[config.mk]
export PLATFORM = sky130hd
export DESIGN_NAME = hps_status_regs
export DESIGN_NICKNAME = d
export VERILOG_FILES = /design/src/include/hps_pkg.sv /design/src/rtl/hps_status_regs.sv
export SDC_FILE = /design/constraint.sdc
export NUM_CORES = 1
export LEC_CHECK = 0
export BUFFER_PORTS_ARGS = -buffer_cell sky130_fd_sc_hd__buf_2
export CAP_MARGIN = 10
export CORE_MARGIN = 5
export CORE_UTILIZATION = 57
export CTS_CLUSTER_DIAMETER = 200
export DETAILED_ROUTE_END_ITERATION = 10
export PLACE_DENSITY = 0.93
export SYNTH_ARGS = -nofsm -noshare
export SYNTH_HDL_FRONTEND = slang
export SYNTH_SLANG_ARGS = --single-unit
[constraint.sdc]
create_clock -name clk -period 1.9 [get_ports clk]
set_input_delay 0.285 -clock clk [delete_from_list [all_inputs] [get_ports clk]]
set_output_delay 0.285 -clock clk [all_outputs]
set_load 0.01 [all_outputs]
[src/include/hps_pkg.sv]
// Shared constants for the hot plug status register bank
package hps_pkg;
   // Command bytes that select the status registers
   localparam logic [7:0] CMD_SLOT_A = 8'h04;
   localparam logic [7:0] CMD_SLOT_B = 8'h05;
   localparam logic [7:0] CMD_COMMON = 8'h06;
   // Power-up value of every register and of unmapped reads
   localparam logic [7:0] RST_VAL    = 8'h00;
   // Number of overcurrent flags per slot
   localparam int         OC_W       = 5;
   // Flags 3..0 belong to the main outputs, flag 4 to the aux output
   localparam logic [4:0] MAIN_OC    = 5'h0F;
   localparam int         AUX_OC     = 4;
   // Common status field positions
   localparam int         MASK_BIT   = 3;
   localparam int         UV_BIT     = 2;
   localparam int         OT_BIT     = 1;
   // Reserved high bits of the common register read as zero
   localparam logic [1:0] RSVD_HI    = 2'h0;
   localparam logic       RSVD_LO    = 1'h0;
endpackage

[src/rtl/hps_status_regs.sv]
// Status and interrupt register bank of a dual-slot hot plug controller
//
// Function
// - Slot A status reads at command 04, slot B at command 05.
// - Slot status registers reset to 00; slots start with outputs off.
// - Writing 1 to a set overcurrent flag clears it and releases interrupt.
// - Reading a slot status register leaves the fault pin unchanged.
// - Slot status: fault, main state, aux state, five overcurrent flags.
// - Fault bit reads 1 while fault pin low, 0 while high.
// - Main overcurrent fault stays latched until main-on input goes low.
// - Aux overcurrent fault stays latched until aux enable input goes low.
// - Main and aux faults together clear only when both inputs low.
// - Fault bit and pin stay inactive under management bus control.
// - Common status at command 06, resets 00, mirrors general inputs.
// - Mask bit 3 at 0 enables interrupt, at 1 disables it.
// - Undervoltage flag bit 2 sets on lockout breaker trip.
// - Undervoltage flag sets only while some slot main is requested.
// - Overtemperature flag bit 1 sets on thermal breaker trip.
// - Undervoltage and overtemperature flags clear only by writing 1.
`timescale 1ns/1ps
module hps_status_regs (
   input  wire logic       clk,
   input  wire logic       rstn,
   // Command port from the bus protocol engine
   input  wire logic       cmd_valid,
   input  wire logic       cmd_write,
   input  wire logic [7:0] cmd_byte,
   input  wire logic [7:0] cmd_wdata,
   output logic [7:0]      rd_data,
   output logic            rd_valid,
   // Slot pins
   input  wire logic       slot_a_main_on_pin,
   input  wire logic       slot_b_main_on_pin,
   input  wire logic       slot_a_aux_enable_input,
   input  wire logic       slot_b_aux_enable_input,
   input  wire logic       slot_a_general_input,
   input  wire logic       slot_b_general_input,
   // Analog side: actual output states and protection events
   input  wire logic       slot_a_main_on_state,
   input  wire logic       slot_b_main_on_state,
   input  wire logic       slot_a_aux_on_state,
   input  wire logic       slot_b_aux_on_state,
   input  wire logic [4:0] slot_a_overcurrent,
   input  wire logic [4:0] slot_b_overcurrent,
   input  wire logic       undervoltage_lockout,
   input  wire logic       overtemperature_trip,
   // Same-domain bits from the slot control registers
   input  wire logic       slot_a_main_enable_bit,
   input  wire logic       slot_b_main_enable_bit,
   input  wire logic       slot_a_management_bus_control,
   input  wire logic       slot_b_management_bus_control,
   // Outputs
   output logic            slot_a_fault_pin_n,
   output logic            slot_b_fault_pin_n,
   output logic            int_n
);

   localparam int W = hps_pkg::OC_W;

   // Clear-by-one with set winning over a clear in the same cycle
   function automatic logic [4:0] hps_w1c(input logic [4:0] cur,
                                          input logic [4:0] set,
                                          input logic [4:0] clr);
      return (cur & ~clr) | set;
   endfunction

   // Asynchronous pin and analog inputs, gathered for synchronising
   localparam int SW = 2 * W + 12;
   logic [SW-1:0] raw;
   logic [SW-1:0] sync1;
   logic [SW-1:0] sync2;

   assign raw = {slot_b_overcurrent, slot_a_overcurrent,
                 undervoltage_lockout, overtemperature_trip,
                 slot_b_main_on_pin, slot_a_main_on_pin,
                 slot_b_aux_enable_input, slot_a_aux_enable_input,
                 slot_b_general_input, slot_a_general_input,
                 slot_b_main_on_state, slot_a_main_on_state,
                 slot_b_aux_on_state, slot_a_aux_on_state};

   // Two flops before any logic looks at a pin
   always_ff @(posedge clk or negedge rstn) begin
      if (!rstn) begin
         sync1 <= '0;
         sync2 <= '0;
      end else begin
         sync1 <= raw;
         sync2 <= sync1;
      end
   end

   logic [W-1:0] oc_b_s;
   logic [W-1:0] oc_a_s;
   logic         uv_s;
   logic         ot_s;
   logic [1:0]   main_on_s;
   logic [1:0]   aux_en_s;
   logic [1:0]   gpi_s;
   logic [1:0]   main_st_s;
   logic [1:0]   aux_st_s;

   assign {oc_b_s, oc_a_s, uv_s, ot_s, main_on_s, aux_en_s,
           gpi_s, main_st_s, aux_st_s} = sync2;

   // Event detection: protection inputs may stay high after a trip,
   // so flags are set on the rising edge only; a held level would
   // otherwise defeat every clear-by-one write.
   logic [W-1:0] oc_a_prev;
   logic [W-1:0] oc_b_prev;
   logic         uv_prev;
   logic         ot_prev;

   always_ff @(posedge clk or negedge rstn) begin
      if (!rstn) begin
         oc_a_prev <= '0;
         oc_b_prev <= '0;
         uv_prev   <= 1'b0;
         ot_prev   <= 1'b0;
      end else begin
         oc_a_prev <= oc_a_s;
         oc_b_prev <= oc_b_s;
         uv_prev   <= uv_s;
         ot_prev   <= ot_s;
      end
   end

   logic [W-1:0] oc_a_rise;
   logic [W-1:0] oc_b_rise;
   logic         uv_rise;
   logic         ot_rise;

   assign oc_a_rise = oc_a_s & ~oc_a_prev;
   assign oc_b_rise = oc_b_s & ~oc_b_prev;
   assign uv_rise   = uv_s & ~uv_prev;
   assign ot_rise   = ot_s & ~ot_prev;

   // Command decode
   logic wr;
   logic rd;
   logic wr_a;
   logic wr_b;
   logic wr_c;

   assign wr   = cmd_valid & cmd_write;
   assign rd   = cmd_valid & ~cmd_write;
   assign wr_a = wr & (cmd_byte == hps_pkg::CMD_SLOT_A);
   assign wr_b = wr & (cmd_byte == hps_pkg::CMD_SLOT_B);
   assign wr_c = wr & (cmd_byte == hps_pkg::CMD_COMMON);

   // Overcurrent flags per slot
   logic [W-1:0] oc_a_flag;
   logic [W-1:0] oc_b_flag;
   logic [W-1:0] next_oc_a;
   logic [W-1:0] next_oc_b;

   assign next_oc_a = hps_w1c(oc_a_flag, oc_a_rise,
                              wr_a ? cmd_wdata[W-1:0] : '0);
   assign next_oc_b = hps_w1c(oc_b_flag, oc_b_rise,
                              wr_b ? cmd_wdata[W-1:0] : '0);

   // Common flags and mask
   logic uv_flag;
   logic ot_flag;
   logic int_mask;
   logic main_req;
   logic next_uv;
   logic next_ot;

   // Either slot asked for main power, by pin or by control bit
   assign main_req = (|main_on_s) | slot_a_main_enable_bit
                     | slot_b_main_enable_bit;
   assign next_uv  = (uv_flag & ~(wr_c & cmd_wdata[hps_pkg::UV_BIT]))
                     | (uv_rise & main_req);
   assign next_ot  = (ot_flag & ~(wr_c & cmd_wdata[hps_pkg::OT_BIT]))
                     | ot_rise;

   // Flags only move by hardware set or clear-by-one write
   always_ff @(posedge clk or negedge rstn) begin
      if (!rstn) begin
         oc_a_flag <= '0;
         oc_b_flag <= '0;
         uv_flag   <= 1'b0;
         ot_flag   <= 1'b0;
         int_mask  <= 1'b0;
      end else begin
         oc_a_flag <= next_oc_a;
         oc_b_flag <= next_oc_b;
         uv_flag   <= next_uv;
         ot_flag   <= next_ot;
         if (wr_c) begin
            int_mask <= cmd_wdata[hps_pkg::MASK_BIT];
         end
      end
   end

   // Fault latches: main faults wait for main-on low, aux faults for
   // aux enable low; with both latched the pin holds until both clear.
   logic [1:0] mgmt;
   logic [1:0] main_lat;
   logic [1:0] aux_lat;
   logic [1:0] fault_act;
   logic [1:0] main_oc_ev;
   logic [1:0] aux_oc_ev;
   logic [1:0] next_main_lat;
   logic [1:0] next_aux_lat;
   logic [1:0] next_fault;

   assign mgmt       = {slot_b_management_bus_control,
                        slot_a_management_bus_control};
   assign main_oc_ev = {|(oc_b_rise & hps_pkg::MAIN_OC),
                        |(oc_a_rise & hps_pkg::MAIN_OC)};
   assign aux_oc_ev  = {oc_b_rise[hps_pkg::AUX_OC],
                        oc_a_rise[hps_pkg::AUX_OC]};
   // Under bus control the latches are held clear, so the fault pins stay high
   assign next_main_lat = ((main_lat & main_on_s) | main_oc_ev) & ~mgmt;
   assign next_aux_lat  = ((aux_lat & aux_en_s) | aux_oc_ev) & ~mgmt;
   assign next_fault    = next_main_lat | next_aux_lat;

   // Fault bit and pin come from the same next value, so they agree
   always_ff @(posedge clk or negedge rstn) begin
      if (!rstn) begin
         main_lat           <= '0;
         aux_lat            <= '0;
         fault_act          <= '0;
         slot_a_fault_pin_n <= 1'b1;
         slot_b_fault_pin_n <= 1'b1;
      end else begin
         main_lat           <= next_main_lat;
         aux_lat            <= next_aux_lat;
         fault_act          <= next_fault;
         slot_a_fault_pin_n <= ~next_fault[0];
         slot_b_fault_pin_n <= ~next_fault[1];
      end
   end

   // Register images
   logic [7:0] stat_a;
   logic [7:0] stat_b;
   logic [7:0] stat_c;
   logic [7:0] rd_mux;

   assign stat_a = {fault_act[0], main_st_s[0], aux_st_s[0], oc_a_flag};
   assign stat_b = {fault_act[1], main_st_s[1], aux_st_s[1], oc_b_flag};
   assign stat_c = {hps_pkg::RSVD_HI, gpi_s[1], gpi_s[0], int_mask,
                    uv_flag, ot_flag, hps_pkg::RSVD_LO};
   // Reads have no side effect on flags or pins
   assign rd_mux = (cmd_byte == hps_pkg::CMD_SLOT_A) ? stat_a :
                   (cmd_byte == hps_pkg::CMD_SLOT_B) ? stat_b :
                   (cmd_byte == hps_pkg::CMD_COMMON) ? stat_c :
                   hps_pkg::RST_VAL;

   // Interrupt from registered flags; one cycle behind the flag
   logic any_flag;

   assign any_flag = (|oc_a_flag) | (|oc_b_flag) | uv_flag | ot_flag;

   always_ff @(posedge clk or negedge rstn) begin
      if (!rstn) begin
         rd_data  <= hps_pkg::RST_VAL;
         rd_valid <= 1'b0;
         int_n    <= 1'b1;
      end else begin
         rd_valid <= rd;
         if (rd) begin
            rd_data <= rd_mux;
         end
         int_n <= ~(any_flag & ~int_mask);
      end
   end

   localparam int AUX_OC_I = hps_pkg::AUX_OC;
endmodule // hps_status_regs

==> results.yml, run 1 <==
run_status:
  status: "completed"
worst_hold_path:
  hold_path.class: "input pin to register"
global_route:
  grt_use_total_pct: 18.3
  grt_pass1_wl_um: 8690
  first_global_vias: 1889
  grt_max_degree: 41
  grt_overflow: 0
  antenna_found_initial: 0
routing:
  detail_route.wl_per_cell_um: 15.2
  via_per_inst: 5.09
  num_vias: 1756
  ant_nets: 0
  wirelength_um: 5240
  drc_errors: 0
  drtIter0Drc: 155
  drt_pass1_iterations: 4
yosys:
  yosysTopAreaCell: "dfrtp_1"
  syn-instance-count: 206
  synth-edff-count: 0
  ys_ff_latch: 87
  syn_area_per_cell_um2: 14.0
  ys_seq_area_share_pct: 75.4
  synth_area_leaders: "dfrtp_1 73%, o21ai_0 3.1%, dfstp_2 2.7%"
  synth_cell_types: 32
  ys.flop_type: "dfrtp_1"
  syn-num-nets: 252
  synth_area_mm2: 0.00289
  synth_top_area_share_pct: 72.7
  ys_warn_count: 0
  ys_async_sr_fraction_pct: 100
layout:
  drive_gt1_share_pct: 30.9
  fill_cells: 385
  final_common_cell: "dfrtp_1"
  diodes: 0
  final_cell_mix: "84 x dfrtp_1, 53 x buf_2, 18 x o21ai_0, 16 x nand2_1, 11 x inv_1"
  final_nets: 316
  area_growth_pct: 19.2
die:
  core-area_mm2: 0.00501
  die_w_um: 81.2
  std_cell_rows: 26
  ioPinCount: 58
  dieArea_mm2: 0.00660
  die_h_um: 81.2
  initial_utilization_pct: 57.7
critical_path:
  crit_fanout: 7
  crit_path_start_kind: "input pin"
  cp-end-kind: "register"
  arrival_ns: 1.53
  cp.required_ns: 2.14
  critPathKind: "input pin to register"
timing:
  slew_headroom_pct: 74.6
  rsz0062_at_grt: "no"
  slew_violations: 0
  setup_viol: 0
  post-route-period-util_pct: 68.0
  tightest_slew_ns: 0.382
  min_period_ns: 1.29
  fmax_mhz: 774
  finalSetupTns_ns: 0
  hold_viol_final: 0
  finClkSkew_ns: 0.00705
cts:
  clockBufferDepth: 2
  cts_root_buf: "clkbuf_8"
  clkLatencyLatePin_ns: 0.35
  cts_htree_levels: 3
  tritoncts: "done"
  clk_pin_slew_ns: 0.09
  cts_made_buffers: 9
  clkSinkCount: 87
power:
  powerDensity_mw_per_mm2: 941
  vdd.ir_drop.worst_uv: 838
  power_leakage_nw: 1.61
  power_mw: 3.25
placed_design:
  place_congestion: 0.879
  numPortBuffers: 54
  dpl.hpwl_um: 3760
job:
  max-cap-violations: 0
==> worst max-delay path, stage by stage <==
cell,delay [ns]
buf_2,0.11
nor4b_4,0.32
nand2_1,0.22
or3_4,0.45
a2bb2oi_1,0.14
==> registers in the layout, indices dropped and copies added (netlist names), 5 cells and up <==
signal,count
oc_b_prev,5
rd_data,8
sync1,22
sync2,22
oc_a_prev,5
oc_b_flag,5
oc_a_flag,5
==> cell families after synthesis <==
kind of cell    synth area share [%]
simple gates                    12.8
mux                             1.56
buf+inv                         2.16
compound gates                  8.13
flops                           75.4
==> report_power, final <==
group | internal (mW) | switching [mW]
combinational | 0.0716 | 0.104
sequential | 1.93 | 0.0263
clock | 0.476 | 0.638
total | 2.48 | 0.768
==> metal layers <==
layer / vias up / wire [um] / GRT usage [%]
met5: - / 0 / 0
met4: 0 / 144 / 10.1
met3: 13 / 368 / 5.21
met2: 70 / 2520 / 27.6
met1: 840 / 2210 / 23.9
li1: 833 / - / -
==> area by class of cell <==
cell class	instances	area, um^2	share of cell area, %
multi-input cells	103	649	18.8
well taps	70	87.6	2.54
repair buffers	58	318	9.21
clock buffers	9	124	3.59
inverters	11	41.3	1.20
clock inverters	7	48.8	1.41
flip-flops and latches	87	2180	63.2
==> worst paths after layout <==
| check | to | slack [ns] | start | cells past startpoint |
|---|---|---|---|---|
| worst max-delay path | rd_data[1] | 0.61 | cmd_byte[3] | 5 |
| worst min-delay path | sync1[5] | 0.03 | slot_b_general_input | 1 |
| worst max register to register | fault_act[0] | 0.63 | sync2[13] | 4 |
| worst min register to register | sync2[4] | 0.35 | sync1[4] | 0 |
| max in group asynchronous | slot_b_fault_pin_n | 0.87 | rstn | 3 |
| min in group asynchronous | sync1[6] | 0.38 | rstn | 2 |
==> synthesized netlist by cell type (2+ instances only) <==
| cell type | count |
|---|---|
| mux2i_1 | 3 |
| dfrtp_1 | 84 |
| nor2_1 | 3 |
| nand4_1 | 6 |
| nand2_1 | 16 |
| nor2b_1 | 3 |
| nor4_1 | 4 |
| a22o_1 | 2 |
| a21oi_1 | 4 |
| a31oi_1 | 2 |
| a21o_1 | 3 |
| a2bb2oi_1 | 6 |
| nand2b_1 | 10 |
| inv_1 | 11 |
| or2_2 | 2 |
| clkbuf_1 | 3 |
| o21ai_0 | 18 |
| nand3_1 | 10 |
| dfstp_2 | 3 |
==> repair_timing <==
action	4_1_cts	5_1_grt
endpoints found under the hold margin	26	0
setup buffers	0	0
hold buffers	1	0
gates resized for setup	0	0
==> per-stage QoR <==
| step | util (%) | setup WS [ns] | instance area, um^2 | instances | hold WS, ns |
|---|---|---|---|---|---|
| 4_1_cts | 68.9 | 0.615 | 3450 | 345 | 0.0235 |
| 5_1_grt | 68.9 | 0.552 | 3450 | 345 | 0.0131 |
| 3_3_place_gp | 65.2 | 0.277 | 3270 | 328 | 0.209 |
| 2_1_floorplan | - | 0.467 | 2890 | 206 | -0.0106 |
| 3_5_place_dp | 65.2 | 0.267 | 3270 | 328 | 0.215 |
| 6_report | 68.9 | 0.609 | 3450 | 345 | 0.0345 |
No activity file was read; power rests on OpenSTA's default activity.
==> run 2: changes to the inputs <==
- ABC_AREA: default -> 1
- CORE_UTILIZATION: 57 -> 54
- PLACE_DENSITY: 0.93 -> 0.89
- clock period: 1.9 -> 1.2 ns (I/O delays scaled with it)
==> results.yml, run 2 <==
yosys:
  yosysTopAreaCell: "dfrtp_1"
  synth_top_area_share_pct: 70.0
  ys_seq_area_share_pct: 72.6
  ys_warn_count: 0
  synth_most_common_cell: "nand2_1"
  ys_ff_latch: 87
  synth_area_mm2: 0.00300
  ys_async_sr_fraction_pct: 100
  synth_commonest_cells: "89 x nand2_1, 84 x dfrtp_1, 30 x inv_1"
  synth-edff-count: 0
  synth_cell_types: 19
  syn-num-nets: 317
  ys.flop_type: "dfrtp_1"
  synth_area_leaders: "dfrtp_1 70%, nand2_1 11%, nand3_1 4.7%"
  syn_area_per_cell_um2: 11.1
  syn-instance-count: 271
global_route:
  first_global_vias: 2169
  grt_max_degree: 32
  grt_overflow: 0
  grt_use_total_pct: 17.7
  antenna_found_initial: 0
  grt_pass1_wl_um: 9780
routing:
  drt_pass1_iterations: 5
  detail_route.wl_per_cell_um: 12.8
  drtIter0Drc: 148
  num_vias: 2068
  ant_nets: 0
  drc_errors: 0
  wirelength_um: 5650
  via_per_inst: 4.69
layout:
  area_growth_pct: 28.2
  final_common_cell: "nand2_1"
  final_cell_mix: "89 x nand2_1, 84 x dfrtp_1, 51 x buf_2, 30 x inv_1, 28 x nand3_1"
  drive_gt1_share_pct: 25.2
  final_cells: 441
  largestRegisters: "sync1 x22, sync2 x22, rd_data x8"
  final_nets: 410
  diodes: 0
cts:
  clkSinkCount: 87
  cts_root_buf: "clkbuf_8"
  cts_made_buffers: 9
  tritoncts: "done"
  cts_setup_buffers: 0
  cts_htree_levels: 3
  clk_pin_slew_ns: 0.08
  clockBufferDepth: 2
  clkLatencyLatePin_ns: 0.35
critical_path:
  path_buf_inv: 1
  cp.required_ns: 1.02
  critPathKind: "register to primary output"
  r2r_cells: 8
  critical_path_depth: 1
  cp_slowest_cell: "dfstp_2"
  crit_fanout: 1
  cp-end-kind: "primary output"
  cpLargestDelayFamily: "flip-flops"
  crit_path_start_kind: "register"
  critical-path-max-stage-delay_ns: 0.52
  crit_chain: "buf_2"
  arrival_ns: 0.98
die:
  die_h_um: 84.6
  initial_utilization_pct: 55.2
  ioPinCount: 58
  core-area_mm2: 0.00544
  dieArea_mm2: 0.00715
  die_w_um: 84.6
  std_cell_rows: 27
power:
  powerDensity_mw_per_mm2: 1400
  power_mw: 5.41
  power_leakage_nw: 2.04
  vdd.ir_drop.worst_uv: 1180
run_status:
  status: "completed"
worst_hold_path:
  hold_path.class: "input pin to register"
  holdPathStages: 2
placed_design:
  place_congestion: 0.927
  dp.cells: 402
  numPortBuffers: 54
  dpl.hpwl_um: 3880
timing:
  slew_headroom_pct: 75.3
  min_period_ns: 1.16
  finClkSkew_ns: 0.00901
  hold_viol_final: 0
  finalSetupTns_ns: 0
  setup_viol: 0
  post-route-period-util_pct: 96.6
  fmax_mhz: 862
  rsz0062_at_grt: "no"
  tightest_slew_ns: 0.370
  slew_violations: 0
job:
  max-cap-violations: 0
[run 2: changes by cell type after synthesis, sizes merged, moves of 10 or more]
cell and change:
nor2 +10, nand2 +76, nand3 +17, nand2b -10
o21ai -18, inv +23
[run 2: area by class of cell]
cell class	count	area (um^2)
clock inverters	6	67.6
repair buffers	85	588
inverters	34	128
flip-flops and latches	87	2180
well taps	72	90.1
clock buffers	10	128
multi-input cells	147	669
fillers	363	1590
[run 2: final timing paths]
kind	startpoint	slack (ns)	endpoint
min in group asynchronous	rstn	0.36	sync1[0]
worst max register to register	sync2[18]	0.13	fault_act[1]
worst min-delay path	slot_a_management_bus_control	0.02	aux_lat[0]
max in group asynchronous	rstn	0.49	slot_b_fault_pin_n
worst min register to register	sync1[8]	0.35	sync2[8]
worst max-delay path	slot_b_fault_pin_n	0.04	slot_b_fault_pin_n
[run 2: logic make-up after synthesis]
family          after synthesis  synth area share [%]
compound gates                7                  1.25
buf+inv                      37                  5.17
flops                        87                  72.6
simple gates                140                  21.0
[run 2: metal layers]
layer | global-route usage, % | routed length [um] | up-vias
li1 | - | - | 1022
met1 | 20.4 | 2280 | 951
met2 | 30.0 | 2890 | 80
met3 | 4.32 | 343 | 15
met4 | 10.4 | 128 | 0
met5 | 0 | 0 | -
[run 2: power breakdown]
group	internal [mW]	switching [mW]	total, mW
sequential	3.06	0.0445	3.10
combinational	0.159	0.186	0.346
clock	0.972	0.985	1.96
[run 2: timing repair]
action | CTS | global route
resized for setup | 0 | 3
endpoints found under the setup margin | 0 | 3
hold buffers | 23 | 0
hold endpoints to repair | 106 | 0
[run 2: metrics by stage]
stage | setup slack, ns | hold slack, ns | instance area (um^2) | util (%)
finish | 0.0405 | 0.0173 | 3850 | 70.8
global route | 0.00498 | 0.00882 | 3850 | 70.8
CTS | 0.00261 | 0.00192 | 3840 | 70.5
detailed placement | 0.0521 | 0.203 | 3410 | 62.7
global placement | 0.0756 | 0.196 | 3410 | 62.7
floorplan | 0.263 | -0.116 | 3000 | -
==> run 3: changes to the inputs <==
- ABC_AREA: 1 -> 0
- CORE_UTILIZATION: 54 -> 53
- PLACE_DENSITY: 0.89 -> 0.88
==> results.yml, run 3 (synthesized netlist as in run 1, its figures left out) <==
run_status:
  status: "completed"
cts:
  cts_htree_levels: 3
  cts_setup_buffers: 0
  tritoncts: "done"
  clkSinkCount: 87
  cts_made_buffers: 9
  clockBufferDepth: 2
  clk_pin_slew_ns: 0.09
  cts_root_buf: "clkbuf_8"
  clkLatencyLatePin_ns: 0.35
global_route:
  antenna_found_initial: 0
  grt_use_total_pct: 17.4
  grt_pass1_wl_um: 9420
  first_global_vias: 1986
  grt_max_degree: 46
  grt_overflow: 0
critical_path:
  critical-path-max-stage-delay_ns: 0.54
  cp.required_ns: 1.02
  crit_path_start_kind: "register"
  crit_chain: "buf_6"
  cp-end-kind: "primary output"
  path_buf_inv: 1
  cp_slowest_cell: "dfstp_2"
  crit_fanout: 1
  arrival_ns: 0.98
  cpLargestDelayFamily: "flip-flops"
  critPathKind: "register to primary output"
routing:
  num_vias: 1908
  wl_met1_um: 2350
  drt_pass1_iterations: 4
  detail_route.wl_per_cell_um: 14.9
  via_per_inst: 5.03
  ant_nets: 0
  wl_met3_um: 291
  drc_errors: 0
  routed.top_layer: "met4"
  drtIter0Drc: 90
  wl_met2_um: 2840
  wirelength_um: 5630
die:
  core-area_mm2: 0.00541
  die_w_um: 83.9
  dieArea_mm2: 0.00704
  die_h_um: 83.9
  ioPinCount: 58
  std_cell_rows: 27
  initial_utilization_pct: 53.5
layout:
  diodes: 0
  final_nets: 348
  area_growth_pct: 34.1
  largestRegisters: "sync1 x22, sync2 x22, rd_data x8"
  final_cells: 379
  fill_cells: 365
  final_common_cell: "dfrtp_1"
  final_cell_mix: "84 x dfrtp_1, 51 x buf_2, 23 x dlygate4sd3_1, 18 x o21ai_0, 16 x nand2_1"
  drive_gt1_share_pct: 33.2
timing:
  fmax_mhz: 863
  setup_viol: 0
  finClkSkew_ns: 0.0141
  hold_viol_final: 0
  tightest_slew_ns: 0.402
  post-route-period-util_pct: 96.6
  slew_headroom_pct: 73.0
  min_period_ns: 1.16
  slew_violations: 0
  rsz0062_at_grt: "yes"
placed_design:
  dp.cells: 340
  place_congestion: 0.906
  dpl.hpwl_um: 3950
  numPortBuffers: 54
power:
  power_leakage_nw: 1.79
  vdd.ir_drop.worst_uv: 1030
  powerDensity_mw_per_mm2: 1530
  power_mw: 5.94
worst_hold_path:
  hold_path.class: "input pin to register"
job:
  max-cap-violations: 0
-- run 3: cell types whose count changed in the layout (fill, tap and decap cells not counted), sizes merged, moves of 3 or more --
cell / delta
nand2: -76
inv: -22
o21ai: +18
nand3: -17
nand2b: +10
nor2: -10
a2bb2oi: +6
buf: +5
nand4: +5
mux2i: +3
nor2b: +3
-- run 3: report_power, final --
part           switching (mW)  total [mW]  internal, mW  leakage [nW]
registers              0.0486        3.11          3.06          1.00
logic                   0.183       0.381         0.198         0.669
clock network            1.05        2.45          1.40         0.121
-- run 3: timing repair --
item,in CTS,in global routing
gates resized for setup,0,10
setup endpoints to repair,0,7
endpoints found under the hold margin,106,0
hold buffers,23,0
-- run 3: area by class of cell --
class / instances / area, um^2 / area share [%]
clock buffers: 9 / 124 / 3.19
clock inverters: 7 / 124 / 3.19
inverters: 11 / 41.3 / 1.06
multi-input cells: 103 / 681 / 17.5
flip-flops and latches: 87 / 2180 / 56.2
well taps: 72 / 90.1 / 2.32
repair buffers: 90 / 638 / 16.5
-- run 3: path summary, 6_finish.rpt --
| kind | start | endpoint | slack [ns] | depth (start not counted) |
|---|---|---|---|---|
| worst max-delay path | slot_a_fault_pin_n | slot_a_fault_pin_n | 0.04 | 1 |
| worst min-delay path | slot_b_management_bus_control | aux_lat[1] | 0.04 | 2 |
| worst max register to register | sync2[13] | slot_a_fault_pin_n | 0.06 | 5 |
| worst min register to register | sync1[3] | sync2[3] | 0.35 | 0 |
| max in group asynchronous | rstn | int_n | 0.55 | 3 |
| min in group asynchronous | rstn | sync1[16] | 0.16 | 2 |
-- run 3: per-stage QoR --
| step | utilization (%) | setup TNS, ns | instance area [um^2] | worst slack [ns] | hold slack [ns] |
|---|---|---|---|---|---|
| floorplan | - | -0.503 | 2900 | -0.116 | -0.116 |
| global placement | 62.2 | -1.89 | 3360 | -0.209 | -0.00964 |
| detailed placement | 62.2 | -2.86 | 3360 | -0.258 | -0.00813 |
| CTS | 71.0 | 0 | 3840 | 0.00138 | 0.0181 |
| global route | 71.8 | -0.00179 | 3880 | -0.00179 | 0.0399 |
| finish | 71.8 | 0 | 3880 | 0.0410 | 0.0376 |
-- run 3: worst reg2reg max path, stage by stage, from the launching register on --
cell and delay (ns):
dfrtp_1 0.38, nor2b_2 0.17, a21oi_2 0.12, a31oi_1 0.11, buf_4 0.15, nor2_1 0.15
-- run 3: layer usage --
| layer | global-route usage (%) | vias up |
|---|---|---|
| met1 | 21.3 | 936 |
| met3 | 4.05 | 14 |
| li1 | - | 898 |
| met5 | 0 | - |
| met4 | 8.04 | 0 |
| met2 | 29.4 | 60 |
